$ cat src/logic/lptsc_pkg.sv
// package for the loop switch and amplifier filter control registers
package lptsc_pkg;
	localparam logic [15:0] LPTSC_ADDR_LOOP_SWITCH = 16'h20E4;
	localparam logic [15:0] LPTSC_ADDR_AMP_FILTER  = 16'h20EC;
	localparam logic [31:0] LPTSC_RST_LOOP_SWITCH  = 32'h00000000;
	localparam logic [31:0] LPTSC_RST_AMP_FILTER   = 32'h00000003;
	// writable bits: switch 15 and 13..0; control 15..0 (bit 14 of switch is reserved)
	localparam logic [31:0] LPTSC_MASK_LOOP_SWITCH = 32'h0000BFFF;
	localparam logic [31:0] LPTSC_MASK_AMP_FILTER  = 32'h0000FFFF;
	localparam int          LPTSC_CAL_BIT          = 15;
	localparam int          LPTSC_NUM_LOOP_SW      = 14;
	localparam int          LPTSC_RF_LSB           = 13;
	localparam int          LPTSC_RF_MSB           = 15;
	localparam int          LPTSC_ADDR_W           = 16;
	localparam logic [1:0]  LPTSC_RESP_OKAY        = 2'h0;
	localparam logic [1:0]  LPTSC_RESP_SLVERR      = 2'h2;

	// filter resistor selection, binary-coded 3-bit value per setting
	typedef enum logic [2:0]
	{
		LPTSC_RF_OPEN  = 3'h0,
		LPTSC_RF_0R    = 3'h1,
		LPTSC_RF_20K   = 3'h2,
		LPTSC_RF_100K  = 3'h3,
		LPTSC_RF_200K  = 3'h4,
		LPTSC_RF_400K  = 3'h5,
		LPTSC_RF_600K  = 3'h6,
		LPTSC_RF_1M    = 3'h7
	} lptsc_rf_t;

	// analog control outputs bundled together
	typedef struct packed
	{
		logic        calibration_switch;
		logic [13:0] loop_switch;
		logic        filter_pin_connect;
		logic        filter_cap_connect;
		logic [6:0]  filter_resistor_onehot;
		logic [12:0] amp_ctrl_other;
	} lptsc_analog_t;
endpackage

$ cat src/logic/lptsc_regs.sv
// AXI4-Lite register bank steering the low power amplifier loop switches and filter
// Functional notes
// - switch register at 0x20E4 resets to zero, all loop switches open.
// - control register at 0x20EC resets to 0x00000003.
// - switch register bit 15 closes the calibration switch when set.
// - switch register bits 13..0 each close the same-numbered loop switch.
// - control bits 15..13 are the filter resistor select field, reset zero.
// - select value 0 disconnects output from filter pin and capacitor.
// - select 1 bypasses with zero ohms, 2 gives 20k, 3 gives 100k.
// - select 4..7 give 200k, 400k, 600k and 1M.
`timescale 1ns/1ns
module lptsc_regs
	import lptsc_pkg::*;
(
	input  wire logic                aclk,
	input  wire logic                aresetn,
	input  wire logic                clk_en,
	input  wire logic [15:0]         s_axi_awaddr,
	input  wire logic [2:0]          s_axi_awprot,
	input  wire logic                s_axi_awvalid,
	output logic                     s_axi_awready,
	input  wire logic [31:0]         s_axi_wdata,
	input  wire logic [3:0]          s_axi_wstrb,
	input  wire logic                s_axi_wvalid,
	output logic                     s_axi_wready,
	output logic [1:0]               s_axi_bresp,
	output logic                     s_axi_bvalid,
	input  wire logic                s_axi_bready,
	input  wire logic [15:0]         s_axi_araddr,
	input  wire logic [2:0]          s_axi_arprot,
	input  wire logic                s_axi_arvalid,
	output logic                     s_axi_arready,
	output logic [31:0]              s_axi_rdata,
	output logic [1:0]               s_axi_rresp,
	output logic                     s_axi_rvalid,
	input  wire logic                s_axi_rready,
	output lptsc_analog_t            analog_ctrl
);

	logic [31:0]  loop_switch_config;
	logic [31:0]  amp_filter_control;
	logic         aw_held;
	logic         w_held;
	logic [15:0]  aw_addr;
	logic [31:0]  w_data;
	logic [3:0]   w_strb;
	logic         do_write;
	logic         next_ctrl_sel;
	lptsc_analog_t next_analog;

	// byte-lane merge of write data, keeping reserved bits zero
	function automatic logic [31:0] lptsc_merge(input logic [31:0] old, input logic [31:0] data,
		input logic [3:0] strb, input logic [31:0] mask);
		logic [31:0] res;
		res = old;
		for (int i = 0; i < 4; i++)
		begin
			if (strb[i])
				res[i*8 +: 8] = data[i*8 +: 8];
		end
		return res & mask;
	endfunction

	// address decode: returns 1 when the word address is mapped
	function automatic logic lptsc_hit(input logic [15:0] addr);
		return (addr[15:2] == LPTSC_ADDR_LOOP_SWITCH[15:2]) || (addr[15:2] == LPTSC_ADDR_AMP_FILTER[15:2]);
	endfunction

	// write address and data are captured independently, either order
	always_ff @(posedge aclk)
	begin
		if (!aresetn)
		begin
			aw_held       <= 1'b0;
			w_held        <= 1'b0;
			aw_addr       <= 16'h0000;
			w_data        <= 32'h00000000;
			w_strb        <= 4'h0;
			s_axi_awready <= 1'b0;
			s_axi_wready  <= 1'b0;
		end
		else if (clk_en)
		begin
			// ready is offered one cycle ahead, dropped once the item is held
			s_axi_awready <= !aw_held && !(s_axi_awvalid && s_axi_awready) && !s_axi_bvalid;
			s_axi_wready  <= !w_held && !(s_axi_wvalid && s_axi_wready) && !s_axi_bvalid;
			if (s_axi_awvalid && s_axi_awready)
			begin
				aw_held <= 1'b1;
				aw_addr <= s_axi_awaddr;
			end
			if (s_axi_wvalid && s_axi_wready)
			begin
				w_held <= 1'b1;
				w_data <= s_axi_wdata;
				w_strb <= s_axi_wstrb;
			end
			if (do_write)
			begin
				aw_held <= 1'b0;
				w_held  <= 1'b0;
			end
		end
	end

	assign do_write = aw_held && w_held && !s_axi_bvalid;

	// register storage; writes to unmapped words are answered with an error
	always_ff @(posedge aclk)
	begin
		if (!aresetn)
		begin
			loop_switch_config <= LPTSC_RST_LOOP_SWITCH;
			amp_filter_control <= LPTSC_RST_AMP_FILTER;
		end
		else if (clk_en && do_write)
		begin
			if (aw_addr[15:2] == LPTSC_ADDR_LOOP_SWITCH[15:2])
				loop_switch_config <= lptsc_merge(loop_switch_config, w_data, w_strb, LPTSC_MASK_LOOP_SWITCH);
			if (aw_addr[15:2] == LPTSC_ADDR_AMP_FILTER[15:2])
				amp_filter_control <= lptsc_merge(amp_filter_control, w_data, w_strb, LPTSC_MASK_AMP_FILTER);
		end
	end

	// write response
	always_ff @(posedge aclk)
	begin
		if (!aresetn)
		begin
			s_axi_bvalid <= 1'b0;
			s_axi_bresp  <= LPTSC_RESP_OKAY;
		end
		else if (clk_en)
		begin
			if (do_write)
			begin
				s_axi_bvalid <= 1'b1;
				s_axi_bresp  <= lptsc_hit(aw_addr) ? LPTSC_RESP_OKAY : LPTSC_RESP_SLVERR;
			end
			else if (s_axi_bready)
				s_axi_bvalid <= 1'b0;
		end
	end

	assign next_ctrl_sel = (s_axi_araddr[15:2] == LPTSC_ADDR_AMP_FILTER[15:2]);

	// read channel: address taken only while no data is pending
	always_ff @(posedge aclk)
	begin
		if (!aresetn)
		begin
			s_axi_arready <= 1'b0;
			s_axi_rvalid  <= 1'b0;
			s_axi_rdata   <= 32'h00000000;
			s_axi_rresp   <= LPTSC_RESP_OKAY;
		end
		else if (clk_en)
		begin
			s_axi_arready <= !s_axi_rvalid && !(s_axi_arvalid && s_axi_arready);
			if (s_axi_arvalid && s_axi_arready)
			begin
				s_axi_rvalid <= 1'b1;
				if (!lptsc_hit(s_axi_araddr))
				begin
					s_axi_rdata <= 32'h00000000;
					s_axi_rresp <= LPTSC_RESP_SLVERR;
				end
				else
				begin
					// stored words already hold zeros in reserved bits
					s_axi_rdata <= next_ctrl_sel ? amp_filter_control : loop_switch_config;
					s_axi_rresp <= LPTSC_RESP_OKAY;
				end
			end
			else if (s_axi_rvalid && s_axi_rready)
				s_axi_rvalid <= 1'b0;
		end
	end

	// decode of the stored fields into the analog controls
	always_comb
	begin
		next_analog = '0;
		next_analog.calibration_switch = loop_switch_config[LPTSC_CAL_BIT];
		next_analog.loop_switch        = loop_switch_config[LPTSC_NUM_LOOP_SW-1:0];
		next_analog.amp_ctrl_other     = amp_filter_control[LPTSC_RF_LSB-1:0];
		case (lptsc_rf_t'(amp_filter_control[LPTSC_RF_MSB:LPTSC_RF_LSB]))
			LPTSC_RF_OPEN:
			begin
				// output isolated from both the pin and the capacitor for fast settling
				next_analog.filter_pin_connect = 1'b0;
				next_analog.filter_cap_connect = 1'b0;
			end
			LPTSC_RF_0R:   next_analog.filter_resistor_onehot = 7'h01;
			LPTSC_RF_20K:  next_analog.filter_resistor_onehot = 7'h02;
			LPTSC_RF_100K: next_analog.filter_resistor_onehot = 7'h04;
			LPTSC_RF_200K: next_analog.filter_resistor_onehot = 7'h08;
			LPTSC_RF_400K: next_analog.filter_resistor_onehot = 7'h10;
			LPTSC_RF_600K: next_analog.filter_resistor_onehot = 7'h20;
			LPTSC_RF_1M:   next_analog.filter_resistor_onehot = 7'h40;
			default:       next_analog.filter_resistor_onehot = 7'h00;
		endcase
		if (amp_filter_control[LPTSC_RF_MSB:LPTSC_RF_LSB] != 3'h0)
		begin
			next_analog.filter_pin_connect = 1'b1;
			next_analog.filter_cap_connect = 1'b1;
		end
	end

	// registered analog outputs, one cycle behind the register contents
	always_ff @(posedge aclk)
	begin
		if (!aresetn)
			analog_ctrl <= '0;
		else if (clk_en)
			analog_ctrl <= next_analog;
	end

endmodule

$ cat config.mk
export PLATFORM = sky130hd
export DESIGN_NAME = lptsc_regs
export DESIGN_NICKNAME = d
export VERILOG_FILES = /design/src/logic/lptsc_pkg.sv /design/src/logic/lptsc_regs.sv
export SDC_FILE = /design/constraint.sdc
export NUM_CORES = 1
export LEC_CHECK = 0
export BUFFER_PORTS_ARGS = -buffer_cell sky130_fd_sc_hd__buf_2
export CAP_MARGIN = 20
export CORE_ASPECT_RATIO = 0.7
export CORE_MARGIN = 3
export CORE_UTILIZATION = 51
export CTS_CLUSTER_SIZE = 28
export DETAILED_ROUTE_END_ITERATION = 16
export PLACE_DENSITY = 0.8
export SYNTH_ARGS = -nofsm -noshare
export SYNTH_HDL_FRONTEND = slang
export SYNTH_SLANG_ARGS = --single-unit
$ cat constraint.sdc
create_clock -name aclk -period 2.22 [get_ports aclk]
set_input_delay 0.333 -clock aclk [delete_from_list [all_inputs] [get_ports aclk]]
set_output_delay 0.333 -clock aclk [all_outputs]
set_load 0.02 [all_outputs]
==> flow_summary.toml <==
[clock_network]
cts.repair.resized = 0
clkTransAtPathRegs_ns = 0.05
cts_max_path_buffers = 2
cts_buffers = 17
tritoncts = "yes"
htree_levels = 4
clk_latency_ns = 0.41
post_cts_buffers = 0
cts.sinks = 124
root_buffer = "clkbuf_16"
hold_buffers = 0

[timing]
holdWs_ns = 0.173
setup_viol = 0
fin_tns_setup_ns = 0
grt_setup_unrepaired = "no"
period_share = 0.919
fmax_mhz = 490
skew_ns = 0.00957
worst_pin_slew_ns = 0.774
drv_slew = 0
period_needed_ns = 2.04
relSlewSlack = 0.483
hold_viol_final = 0

[global_route]
grt_pass1_vias = 3969
grt_usage = 0.217
antenna_found_initial = 0
grt_max_degree = 81
grt_first_pass_wirelength_um = 19100
grt_overflow = 0

[routing]
drt_wl_total_um = 11700
first_pass_iters = 4
route.detailed.vias_per_inst = 5.11
vias = 3937
drcViolationCount = 0
ant_nets = 0
wl_per_cell_um = 15.1
drt-initial-drc-count = 207

[yosys]
syn_area_um2 = 5020
synth.avg_cell_area_um2 = 9.48
synth_top_area_frac = 0.495
synth_cells = 529
yosys.cell_types.count = 38
synthTopCellsByArea = "dfxtp_1, mux2i_1, nand2_1"
synth-seq-cells = 124
yosysTopAreaCell = "dfxtp_1"
yosysSeqAreaShare = 0.495
yosysWarnings = 0

[final_layout]
finalNonFillerCells = 770
syn_to_final_growth_pct = 22.5
fin_area_um2 = 6150
final-seq-area_um2 = 2480
num-fill-cells = 777
fin_nets = 716
drive_gt1_frac = 0.246
diodes = 0
multiInputGateArea_um2 = 2310

[floorplanning]
core_area_um2 = 9330
row_count = 29
die-area_um2 = 11100
dieWidth_um = 125
start_util = 0.538
ios = 160
die_h_um = 89.0

[setup_path]
worstPathRequired_ns = 2.55
critPathLaunchType = "register"
worstPathCellList = "or4_4 -> nor4_4 -> and4b_1 -> buf_4 -> mux2i_1"
cp_num_buf_inv = 1
critPathArrivalTime_ns = 2.37
path_class = "register to register"
cp-end-kind = "register"
cpPeakStageDelay_ns = 0.55
path_max_fanout = 8
cpLargestDelayFamily = "simple AND/OR/NAND/NOR gates"
crit_slowest_cell = "or4_4"

[pwr]
power.density_nw_per_um2 = 826
p_leak_nw = 2.71
p_total_mw = 5.08
ir_worst_vdd_uv = 653

[placed_design]
postPlaceCellArea_um2 = 5590
portBuffers = 113
globalplace.congestion = 0.773
dp_hpwl_um = 7980
place_inst = 739

[worst_hold_path]
worstHoldPathType = "primary input to register"

[outcome]
status = "completed"

[flow_run]
max_cap_viol_count = 0
[cell families after synthesis]
logic type	after synthesis	share of synthesized area
DFF	124	0.495
muxes	75	0.150
buffers and inverters	54	0.0579
other	1	0.000747
AOI/OAI and AO/OA	66	0.0900
and+or+nand+nor	209	0.207
[per-layer routing]
| layer | global-route usage | wire, µm | vias up |
|---|---|---|---|
| li1 | - | - | 1951 |
| met1 | 0.268 | 5420 | 1874 |
| met2 | 0.375 | 5530 | 90 |
| met3 | 0.0567 | 556 | 22 |
| met4 | 0.0786 | 159 | 0 |
| met5 | 0 | 0 | - |
[sequential cells by signal, indices dropped and copies added (netlist names)]
signal,flops
w_strb,2
s_axi_rdata,16
s_axi_bresp,1
s_axi_rvalid,1
aw_addr,14
loop_switch_config,15
s_axi_rresp,1
s_axi_wready,1
analog_ctrl,36
s_axi_arready,1
aw_held,1
amp_filter_control,16
s_axi_awready,1
w_held,1
s_axi_bvalid,1
w_data,16
[final timing paths]
| kind | start | end | slack [ns] | cells after the start |
|---|---|---|---|---|
| worst max-delay path | aw_addr[10] | loop_switch_config[4] | 0.18 | 5 |
| worst min-delay path | s_axi_awaddr[4] | aw_addr[4] | 0.17 | 3 |
| worst max register to register | aw_addr[10] | loop_switch_config[4] | 0.18 | 5 |
| worst min register to register | s_axi_rdata[9] | s_axi_rdata[9] | 0.45 | 2 |
[area by class of cell]
cell class | instances | area share
clock buffer | 20 | 0.0743
sequential | 124 | 0.404
tap | 124 | 0.0252
multi-input combinational | 368 | 0.376
inverter | 2 | 0.00122
clock inverter | 11 | 0.0157
timing repair buffer | 121 | 0.104
[per-stage QoR]
step	util	worst slack, ns
2_1_floorplan	-	0.321
3_3_place_gp	0.600	0.262
3_5_place_dp	0.600	0.194
4_1_cts	0.659	0.154
5_1_grt	0.659	0.0508
6_report	0.659	0.180
[Yosys cell counts]
library cell / count
nor2b_1: 43
mux2i_1: 75
buf_1: 2
nor2_1: 8
nand3_1: 4
a21boi_0: 35
o21ai_0: 13
a32oi_1: 2
inv_2: 1
nand2_1: 134
nor4bb_1: 1
inv_1: 1
conb_1: 1
nand4_1: 2
nor3_1: 1
and4b_1: 3
nand4_4: 2
nor3_4: 1
a2111oi_0: 2
nor4_4: 1
clkbuf_1: 28
and3_1: 3
buf_4: 19
buf_2: 1
a22oi_1: 1
nand3b_1: 1
dfxtp_1: 124
or2b_4: 1
o211a_1: 2
buf_6: 2
nand2b_1: 1
or4_4: 1
a21oi_1: 4
o21a_1: 2
and4_1: 1
or4bb_4: 1
o21ai_1: 4
a31oi_1: 1
[where the power goes]
group / switching (mW) / total, mW / internal [mW]
Combinational: 0.163 / 0.269 / 0.106
Clock: 0.960 / 2.54 / 1.58
Sequential: 0.0164 / 2.27 / 2.25
[worst min-delay path, delay by kind of cell]
| family | cells | cell delay [ns] |
|---|---|---|
| buffers and inverters | 1 | 0.10 |
| AO/OA/AOI/OAI | 1 | 0.06 |
| AND/OR/NAND/NOR | 1 | 0.04 |
[placed cells by master, fill, tap and decap left out, drive strengths merged, types with 3 or more instances in the layout]
master    netlist  final
o21ai          17     17
mux2i          75     75
nand2         134    134
nand4           4      4
conb            1     18
buf            24    121
and3            3      3
clkinv          0      5
nor2            8      8
and4b           3      3
a21oi           4      4
a21boi         35     35
clkbuf         28     20
nand3           4      4
dfxtp         124    124
nor2b          43     43
clkinvlp        0      5
Power figures use the tool's default switching activity.
